[src/logic/cmp_skip_branch_pkg.sv]
// package: opcodes, flag positions and carriers for compare/skip/branch unit
package cmp_skip_branch_pkg;

  localparam int DATA_W = 8;
  localparam int PC_W = 16;

  // status flag bit positions
  localparam logic [2:0] FLAG_C = 3'h0;
  localparam logic [2:0] FLAG_Z = 3'h1;
  localparam logic [2:0] FLAG_N = 3'h2;
  localparam logic [2:0] FLAG_V = 3'h3;
  localparam logic [2:0] FLAG_S = 3'h4;
  localparam logic [2:0] FLAG_H = 3'h5;

  // amount added to PC when a skip passes a one- or two-word instruction
  localparam logic [1:0] SKIP_ONE_WORD = 2'h2;
  localparam logic [1:0] SKIP_TWO_WORD = 2'h3;

  localparam logic [PC_W-1:0] PC_RESET = 16'h0000;
  localparam logic [7:0] FLAGS_RESET = 8'h00;

  typedef enum logic [3:0] {
    OP_NONE                  = 4'h0,
    OP_COMPARE_WITH_CARRY    = 4'h1,
    OP_COMPARE_IMMEDIATE     = 4'h2,
    OP_SKIP_REG_BIT_CLEAR    = 4'h3,
    OP_SKIP_REG_BIT_SET      = 4'h4,
    OP_SKIP_IO_BIT_CLEAR     = 4'h5,
    OP_SKIP_IO_BIT_SET       = 4'h6,
    OP_BRANCH_FLAG_SET       = 4'h7,
    OP_BRANCH_FLAG_CLEAR     = 4'h8,
    OP_BRANCH_EQUAL          = 4'h9,
    OP_BRANCH_NOT_EQUAL      = 4'hA,
    OP_BRANCH_CARRY_SET      = 4'hB
  } op_t;

  // one decoded instruction from the fetch path
  typedef struct packed {
    op_t op;
    logic [DATA_W-1:0] rd_val;
    logic [DATA_W-1:0] rr_val;
    logic [DATA_W-1:0] imm_k;
    logic [DATA_W-1:0] io_val;
    logic [2:0] bit_sel;
    logic [6:0] offset_k;
    logic next_is_two_word;
  } instr_t;

  typedef enum logic [2:0] {
    ST_IDLE = 3'b001,
    ST_WAIT = 3'b010,
    ST_DONE = 3'b100
  } state_t;

endpackage

[src/logic/compare_skip_branch_exec.sv]
// compare, bit-skip and flag-branch execution unit
`timescale 1ns/1ps
`default_nettype none

// Operation
// - Compare-immediate sets Z N V C H from Rd-K, storing nothing.
// - Register-bit-clear skip adds 2 or 3 to PC on a 0 bit, flags kept.
// - Register-bit-set skip adds 2 or 3 to PC on a 1 bit, flags kept.
// - IO-bit-clear skip adds 2 or 3 to PC on a 0 bit, flags kept.
// - IO-bit-set skip adds 2 or 3 to PC on a 1 bit, flags kept.
// - Flag-set branch (also equal, carry-set) loads PC+k+1 on a 1 flag.
// - Flag-clear branch (also not-equal) loads PC+k+1 on a 0 flag.
module compare_skip_branch_exec #(
  parameter int DATA_W = 8,
  parameter int PC_W = 16
) (
  input wire logic i_clk_sys,
  input wire logic i_srst,
  input wire logic i_valid,
  input wire cmp_skip_branch_pkg::instr_t i_instr,
  input wire logic [PC_W-1:0] i_pc,
  input wire logic [7:0] i_flags,
  output logic o_busy,
  output logic o_done,
  output logic o_flags_we,
  output logic [7:0] o_flags,
  output logic o_pc_we,
  output logic [PC_W-1:0] o_pc
);

  cmp_skip_branch_pkg::state_t state_q, state_d;
  logic [1:0] wait_q, wait_d;
  logic done_q, done_d;
  logic flags_we_q, flags_we_d;
  logic [7:0] flags_q, flags_d;
  logic pc_we_q, pc_we_d;
  logic [PC_W-1:0] pc_q, pc_d;
  logic busy_q, busy_d;

  // subtract datapath shared by both compares
  logic [DATA_W-1:0] sub_b;
  logic sub_cin;
  logic [DATA_W:0] diff;
  logic [4:0] low_diff;
  logic [7:0] cmp_flags;
  logic test_bit;
  logic flag_bit;
  logic taken;
  logic [1:0] extra;
  logic [PC_W-1:0] k_ext;

  always_comb
  begin
    sub_b = i_instr.rr_val;
    sub_cin = i_flags[cmp_skip_branch_pkg::FLAG_C];
    if (i_instr.op == cmp_skip_branch_pkg::OP_COMPARE_IMMEDIATE)
    begin
      sub_b = i_instr.imm_k;
      sub_cin = 1'b0;
    end
    diff = {1'b0, i_instr.rd_val} - {1'b0, sub_b} - {8'h00, sub_cin};
    low_diff = {1'b0, i_instr.rd_val[3:0]} - {1'b0, sub_b[3:0]}
      - {4'h0, sub_cin};
    cmp_flags = i_flags;
    cmp_flags[cmp_skip_branch_pkg::FLAG_C] = diff[DATA_W];
    cmp_flags[cmp_skip_branch_pkg::FLAG_H] = low_diff[4];
    cmp_flags[cmp_skip_branch_pkg::FLAG_N] = diff[DATA_W-1];
    cmp_flags[cmp_skip_branch_pkg::FLAG_V] =
      (i_instr.rd_val[DATA_W-1] ^ sub_b[DATA_W-1])
      & (i_instr.rd_val[DATA_W-1] ^ diff[DATA_W-1]);
    cmp_flags[cmp_skip_branch_pkg::FLAG_S] =
      diff[DATA_W-1] ^ cmp_flags[cmp_skip_branch_pkg::FLAG_V];
    // carry-in form keeps Z only when result is zero
    if (i_instr.op == cmp_skip_branch_pkg::OP_COMPARE_IMMEDIATE)
      cmp_flags[cmp_skip_branch_pkg::FLAG_Z] = (diff[DATA_W-1:0] == '0);
    else
      cmp_flags[cmp_skip_branch_pkg::FLAG_Z] = (diff[DATA_W-1:0] == '0)
        & i_flags[cmp_skip_branch_pkg::FLAG_Z];
  end

  always_comb
  begin
    test_bit = i_instr.rd_val[i_instr.bit_sel];
    if (i_instr.op == cmp_skip_branch_pkg::OP_SKIP_IO_BIT_CLEAR ||
        i_instr.op == cmp_skip_branch_pkg::OP_SKIP_IO_BIT_SET)
      test_bit = i_instr.io_val[i_instr.bit_sel];
    flag_bit = i_flags[i_instr.bit_sel];
    k_ext = {{(PC_W-7){i_instr.offset_k[6]}}, i_instr.offset_k};
    taken = 1'b0;
    extra = 2'h0;
    case (i_instr.op)
      cmp_skip_branch_pkg::OP_SKIP_REG_BIT_CLEAR,
      cmp_skip_branch_pkg::OP_SKIP_IO_BIT_CLEAR:
        taken = ~test_bit;
      cmp_skip_branch_pkg::OP_SKIP_REG_BIT_SET,
      cmp_skip_branch_pkg::OP_SKIP_IO_BIT_SET:
        taken = test_bit;
      cmp_skip_branch_pkg::OP_BRANCH_FLAG_SET:
        taken = flag_bit;
      cmp_skip_branch_pkg::OP_BRANCH_FLAG_CLEAR:
        taken = ~flag_bit;
      cmp_skip_branch_pkg::OP_BRANCH_EQUAL:
        taken = i_flags[cmp_skip_branch_pkg::FLAG_Z];
      cmp_skip_branch_pkg::OP_BRANCH_NOT_EQUAL:
        taken = ~i_flags[cmp_skip_branch_pkg::FLAG_Z];
      cmp_skip_branch_pkg::OP_BRANCH_CARRY_SET:
        taken = i_flags[cmp_skip_branch_pkg::FLAG_C];
      default:
        taken = 1'b0;
    endcase
    // extra cycles beyond the first: skip 1 or 2, branch 1
    if (taken)
    begin
      if (i_instr.op >= cmp_skip_branch_pkg::OP_SKIP_REG_BIT_CLEAR &&
          i_instr.op <= cmp_skip_branch_pkg::OP_SKIP_IO_BIT_SET)
        extra = i_instr.next_is_two_word ? 2'h2 : 2'h1;
      else
        extra = 2'h1;
    end
  end

  always_comb
  begin
    state_d = state_q;
    wait_d = wait_q;
    done_d = 1'b0;
    flags_we_d = 1'b0;
    flags_d = flags_q;
    pc_we_d = 1'b0;
    pc_d = pc_q;
    case (state_q)
      cmp_skip_branch_pkg::ST_IDLE:
        if (i_valid && i_instr.op != cmp_skip_branch_pkg::OP_NONE)
        begin
          if (i_instr.op == cmp_skip_branch_pkg::OP_COMPARE_IMMEDIATE ||
              i_instr.op == cmp_skip_branch_pkg::OP_COMPARE_WITH_CARRY)
          begin
            flags_we_d = 1'b1;
            flags_d = cmp_flags;
            done_d = 1'b1;
          end
          else if (!taken)
            done_d = 1'b1;
          else
          begin
            pc_we_d = 1'b1;
            if (i_instr.op >= cmp_skip_branch_pkg::OP_BRANCH_FLAG_SET)
              pc_d = i_pc + k_ext + 16'h0001;
            else if (i_instr.next_is_two_word)
              pc_d = i_pc + {14'h0000, cmp_skip_branch_pkg::SKIP_TWO_WORD};
            else
              pc_d = i_pc + {14'h0000, cmp_skip_branch_pkg::SKIP_ONE_WORD};
            wait_d = extra - 2'h1;
            state_d = (extra == 2'h1) ? cmp_skip_branch_pkg::ST_DONE
                                      : cmp_skip_branch_pkg::ST_WAIT;
          end
        end
      cmp_skip_branch_pkg::ST_WAIT:
      begin
        wait_d = wait_q - 2'h1;
        if (wait_q == 2'h1)
          state_d = cmp_skip_branch_pkg::ST_DONE;
      end
      cmp_skip_branch_pkg::ST_DONE:
      begin
        done_d = 1'b1;
        state_d = cmp_skip_branch_pkg::ST_IDLE;
      end
      default:
        state_d = cmp_skip_branch_pkg::ST_IDLE;
    endcase
    busy_d = (state_d != cmp_skip_branch_pkg::ST_IDLE);
  end

  always_ff @(posedge i_clk_sys)
  begin
    if (i_srst)
    begin
      state_q <= cmp_skip_branch_pkg::ST_IDLE;
      wait_q <= 2'h0;
      done_q <= 1'b0;
      flags_we_q <= 1'b0;
      flags_q <= cmp_skip_branch_pkg::FLAGS_RESET;
      pc_we_q <= 1'b0;
      pc_q <= cmp_skip_branch_pkg::PC_RESET;
      busy_q <= 1'b0;
    end
    else
    begin
      state_q <= state_d;
      wait_q <= wait_d;
      done_q <= done_d;
      flags_we_q <= flags_we_d;
      flags_q <= flags_d;
      pc_we_q <= pc_we_d;
      pc_q <= pc_d;
      busy_q <= busy_d;
    end
  end

  assign o_busy = busy_q;
  assign o_done = done_q;
  assign o_flags_we = flags_we_q;
  assign o_flags = flags_q;
  assign o_pc_we = pc_we_q;
  assign o_pc = pc_q;
endmodule // compare_skip_branch_exec

`default_nettype wire

[config.mk]
export PLATFORM = sky130hd
export DESIGN_NAME = compare_skip_branch_exec
export DESIGN_NICKNAME = d
export VERILOG_FILES = /design/src/logic/cmp_skip_branch_pkg.sv /design/src/logic/compare_skip_branch_exec.sv
export SDC_FILE = /design/constraint.sdc
export NUM_CORES = 1
export LEC_CHECK = 0
export BUFFER_PORTS_ARGS = -buffer_cell sky130_fd_sc_hd__buf_2
export CAP_MARGIN = 25
export CORE_UTILIZATION = 48
export CTS_CLUSTER_SIZE = 24
export DETAILED_ROUTE_END_ITERATION = 8
export PLACE_DENSITY_LB_ADDON = 0.1
export SYNTH_ARGS = -nofsm -noshare
export SYNTH_HDL_FRONTEND = slang
export SYNTH_SLANG_ARGS = --single-unit
[constraint.sdc]
create_clock -name i_clk_sys -period 3.06 [get_ports i_clk_sys]
set_input_delay 0.153 -clock i_clk_sys [delete_from_list [all_inputs] [get_ports i_clk_sys]]
set_output_delay 0.153 -clock i_clk_sys [all_outputs]
set_load 0.02 [all_outputs]
### After elaboration in Yosys (flattened, before gate mapping)

Cells that the tools add are included.

| operators by class | value |
|---|---|
| reduce and logical (&&, ||, !) cells | 14 |
| $lt $le $gt $ge | 4 |
| mux-type cells | 32 |
| bitwise logic cells | 11 |
| equality and inequality tests | 20 |
| add/subtract/negate cells | 10 |

Operators by type and width:

| cell | number |
|---|---|
| $add A16 B2 Y16 const B | 2 |
| $mux W16 | 2 |
| $add A16 B1 Y16 const B | 1 |
| $add A16 B16 Y16 | 1 |
| $eq A4 B3 Y1 const B | 4 |
| $eq A4 B4 Y1 const B | 4 |
| $mux W3 | 5 |
| $mux W2 | 6 |
| $mux W1 | 11 |
| $bmux W1 S3 | 3 |
| $sub A8 B8 Y9 | 1 |
| $sub A9 B1 Y9 | 1 |
| $eq A4 B2 Y1 const B | 2 |
| $logic_not A8 Y1 | 1 |
| $mux W8 | 1 |
| $reduce_and A4 Y1 | 2 |
| $pmux W1 S7 | 1 |
| $ne A2 B2 Y1 const B | 3 |
| $not A1 Y1 | 6 |
| $pmux W3 S2 | 1 |
| $sub A4 B4 Y5 | 1 |
| $sub A5 B1 Y5 | 1 |
| $eq A2 B1 Y1 const B | 2 |
| $eq A4 B1 Y1 const B | 1 |
| 21 further kinds | 28 |

| storage, ports and cells | value |
|---|---|
| bits in registers | 33 |
| input port bits | 74 |
| output and inout bits | 28 |
| word-level logic and storage cells | 99 |

### Logic depth before layout (Yosys ltp)

| logic depth | value |
|---|---|
| depth in word-level cells | 13 |
| mapped depth | 14 |
| gate-level depth less buffers | 13 |

### Worst setup path before layout

No wires, ideal clock.

| path | value |
|---|---|
| kind | input -> register |
| from | in i_instr[45] (netlist name) |
| to | reg flags_q[4], in the netlist o_flags[4] |
| data required time | 2,974 ps |
| stages on the path | 14 |
| library setup time | 86 ps |
| setup slack | -80 ps |
| data arrival time | 3,054 ps |
| cells stage by stage | nor2_1 and2_1 clkbuf_1 mux2_2 fa_1 inv_1 ha_1 o21ai_0 a211oi_1 a21o_1 a21oi_1 xnor2_1 mux2i_1 a211oi_1 |

| between the ends | value |
|---|---|
| longest elaborated chain between the ends | 7 |

Ends and longest elaborated chain:

| item | RTL line | RTL |
|---|---|---|
| from (decl) | compare_skip_branch_exec.sv:20 | `input wire cmp_skip_branch_pkg::instr_t i_instr,` |
| $eq A4 B2 Y1 | compare_skip_branch_exec.sv:56, compare_skip_branch_exec.sv:135 |  |
| $mux W8 | compare_skip_branch_exec.sv:56 | `if (i_instr.op == cmp_skip_branch_pkg::OP_COMPARE_IMMEDIATE)` |
| $sub A8 B8 Y9 | compare_skip_branch_exec.sv:61 | `diff = {1'b0, i_instr.rd_val} - {1'b0, sub_b} - {8'h00, sub_cin};` |
| $sub A9 B1 Y9 | compare_skip_branch_exec.sv:61 |  |
| $xor A1 B1 Y1 | compare_skip_branch_exec.sv:70 | `& (i_instr.rd_val[DATA_W-1] ^ diff[DATA_W-1]);` |
| $and A1 B1 Y1 | compare_skip_branch_exec.sv:70 |  |
| $xor A1 B1 Y1 | compare_skip_branch_exec.sv:72 | `diff[DATA_W-1] ^ cmp_flags[cmp_skip_branch_pkg::FLAG_V];` |
| to (signal assigned) | compare_skip_branch_exec.sv:183 | `flags_q <= cmp_skip_branch_pkg::FLAGS_RESET;` |
| to (signal assigned) | compare_skip_branch_exec.sv:194 | `flags_q <= flags_d;` |
| to (decl) | compare_skip_branch_exec.sv:35 | `logic [7:0] flags_q, flags_d;` |

Parallel ways exist; a longest one is shown, timed or not.
A chain may end at the register's enable or synchronous reset.

### Worst setup path after layout

| path | value |
|---|---|
| from | in i_instr[44] (netlist name) |
| to | reg flags_q[2], in the netlist o_flags[2] |

| between the ends | value |
|---|---|
| longest elaborated chain between the ends | 4 |

Ends and longest elaborated chain:

| item | RTL line |
|---|---|
| $eq A4 B2 Y1 | compare_skip_branch_exec.sv:56, compare_skip_branch_exec.sv:135 |
| $mux W8 | compare_skip_branch_exec.sv:56 |
| $sub A8 B8 Y9 | compare_skip_branch_exec.sv:61 |
| $sub A9 B1 Y9 | compare_skip_branch_exec.sv:61 |

Parallel ways exist; a longest one is shown, timed or not.

==> metrics.txt <==
Rel. slew slack=37.4%; I/O pin cnt=102; grt ovf=0; CTS clk-pin slew, worst paths=70 ps; CP Class=input pin to flip-flop; Seq/Total Area, Yosys=19.3%; full die area=7490 um2; post-synth top area cell=dfxtp_1; CP Capture Type=flip-flop; largest net degree at the start of global routing=35; Sw Pwr=0.525 mW; core area=6830 um2; CP Launch Point=i_instr[44]; R2R depth=6; path category of the worst min-delay check=input pin to flip-flop; Ys Warns=0; n_diodes=0; number of routed nets with antenna violations=0; via count=3496; HP Start=i_flags[7]; synth cell count leaders=42 x nand2_1, 34 x ha_1, 33 x dfxtp_1, 31 x a21oi_1, 31 x nor2_1; RSZ-0062 raised after global routing=no; final setup vio count=0; ys async rst share=0%; Final Skew=7.20 ps; Resized cells post-CTS=0; layout cell share with drive strength beyond 1=28.7%; cts hold-fix bufs=0; Internal Power=1.08 mW; Gate power share=40.6%; routed vias/inst=5.47; worst vdd ir=0.345 mV; CTS Root Cell=clkbuf_8; Sinks on Clock Net=33; Syn Inst Count=428; Final Cycle Share=91.6%; Port-buffer cells=101; die height=86.5 um; Max Fclk=357 MHz; fillers=648; CTS tree=yes; area delta synth->final=24.8%; Worst-Margin Slew=916 ps; data required time of the worst path=3270 ps; final instance area=4280 um2; GP Congestion=0.912; top cells by area, synth=dfxtp_1 19%, ha_1 12%, xor2_1 5.1%, mux2i_1 4.7%, nand2_1 4.6%; clk buf depth=2; Synth Register Bits=33; WHS Path Cells=3; syn avg cell area=8.02 um2; startpoint types=input pin; Seq pwr share=29.1%; Max-cap violations=0; initial antenna violation count=0; Net Sw Frac=32.7%; fin. max-slew vios=0; Yosys cell types=60; critical path peak fanout=7; FF-to-FF Start=state_q[0]$_SDFF_PP1_; area post-placement=4140 um2; DRT iter0 DRCs=124; Die Width=86.5 um; wire per inst=13.8 um; Post-Syn Area=3430 um2; leakage=1.99 nW; Power, Total=1.60 mW; Starting Density=50.2%; number of synthesized flops with an enable pin=0; top cell type's share of synthesized area=19.3%; DPL Wire Length=7.15 mm; Worst-Skew Late Latency=290 ps; Final Hold Fails=0; GRT Total Usage=24.1%; fin crit period=2800 ps; Num CTS Buffers=5; Layout Nets=653; run status=complete, no violations; vias in the first global route=3190; clock share of power=30.3%; htree depth=2; 1st-pass router iterations=5; first-pass GRT wire length=14.5 mm; worst path arrival time=3010 ps; ys flop type=dfxtp_1; Synth Net Count=539; Post-CTS Setup Inserts=0; top-count cell post-synth=nand2_1; drc violations=0; Post-Route WL=8.80 mm; Pwr per Cell Area=375 nW/um2; row cnt=30
-- power groups by stage --
stage | clock network, mW | logic (mW) | registers [mW]
after floorplan | 0 | 0.407 | 0.500
after global placement | 0 | 0.631 | 0.476
after detailed placement | 0 | 0.643 | 0.476
after CTS | 0.495 | 0.647 | 0.467
after global routing | 0.520 | 0.722 | 0.469
final | 0.487 | 0.651 | 0.467
-- metal layers --
metal / vias up / share of wire [%] / GRT usage [%]
met2: 67 / 47 / 40.8
li1: 1781 / - / -
met4: 0 / 0.97 / 3.79
met1: 1638 / 48 / 31.8
met3: 10 / 4.0 / 5.24
met5: - / 0 / 0
-- path summary, 6_finish.rpt --
check	to	slack, ps
worst max register to register	o_pc[15]$_SDFFE_PP0P_	1000
worst min register to register	o_pc[2]$_SDFFE_PP0P_	450
worst min-delay path	o_flags[7]$_SDFFE_PP0P_	110
worst max-delay path	o_flags[2]$_SDFFE_PP0P_	260
-- cell usage in the layout, fill, tap and decap left out, types with 14 or more instances in the layout --
master,count
dfxtp_1,33
buf_2,101
o21ai_0,14
nor2_1,31
xor2_1,20
a211oi_1,14
ha_1,34
buf_4,22
xnor2_1,16
inv_1,29
a21oi_1,30
nand2_1,42
mux2i_1,16
-- flip-flops by register name, summed over array words and instances, names as in the netlist --
| signal | flops |
|---|---|
| o_pc | 16 |
| o_flags | 8 |
| state_q | 3 |
| o_busy | 1 |
| wait_q | 2 |
| o_pc_we | 1 |
| o_flags_we | 1 |
| o_done | 1 |
-- worst max-delay path, cell delays in order --
cell and delay, ps:
buf_2 80, nor2b_1 190, and2_1 210, buf_4 180
mux2_2 350, ha_1 280, inv_1 40, ha_1 210
nor4b_2 290, a211oi_1 140, a21o_1 200, a21oi_2 170
xnor2_1 170, buf_4 150, nand2_1 40, a21oi_1 150
-- stage by stage --
| stage | setup TNS [ps] | hold slack (ps) | std cells | utilization [%] | setup WS, ps |
|---|---|---|---|---|---|
| final | 0 | 115 | 639 | 62.7 | 258 |
| after global placement | -61.2 | 410 | 631 | 60.6 | -23.8 |
| after floorplan | 0 | 289 | 428 | - | 57.6 |
| after detailed placement | -526 | 418 | 631 | 60.6 | -170 |
| after CTS | 0 | 111 | 639 | 62.5 | 145 |
| after global routing | 0 | 101 | 639 | 62.7 | 21.8 |
-- final cells by class --
| cell class | instances | area [um2] | share of cell area, % |
|---|---|---|---|
| multi-input combinational | 349 | 2580 | 60.3 |
| clock buffer | 5 | 68.8 | 1.61 |
| tap | 96 | 120 | 2.81 |
| clock inverter | 3 | 65.1 | 1.52 |
| timing repair buffer | 123 | 671 | 15.7 |
| inverter | 30 | 113 | 2.63 |
| sequential | 33 | 661 | 15.4 |
-- cells by family (layout without fill, tap and decap cells) --
family / count (synthesis) / count (layout) / synth area share, %
compound gates: 109 / 109 / 21.7
buf+inv: 46 / 161 / 5.73
fa+ha+maj: 37 / 37 / 14.2
mux: 30 / 30 / 10.4
xor+xnor: 36 / 36 / 9.19
flops: 33 / 33 / 19.3
simple gates: 137 / 137 / 19.6
Note: power is estimated with default switching activity, not from simulation.
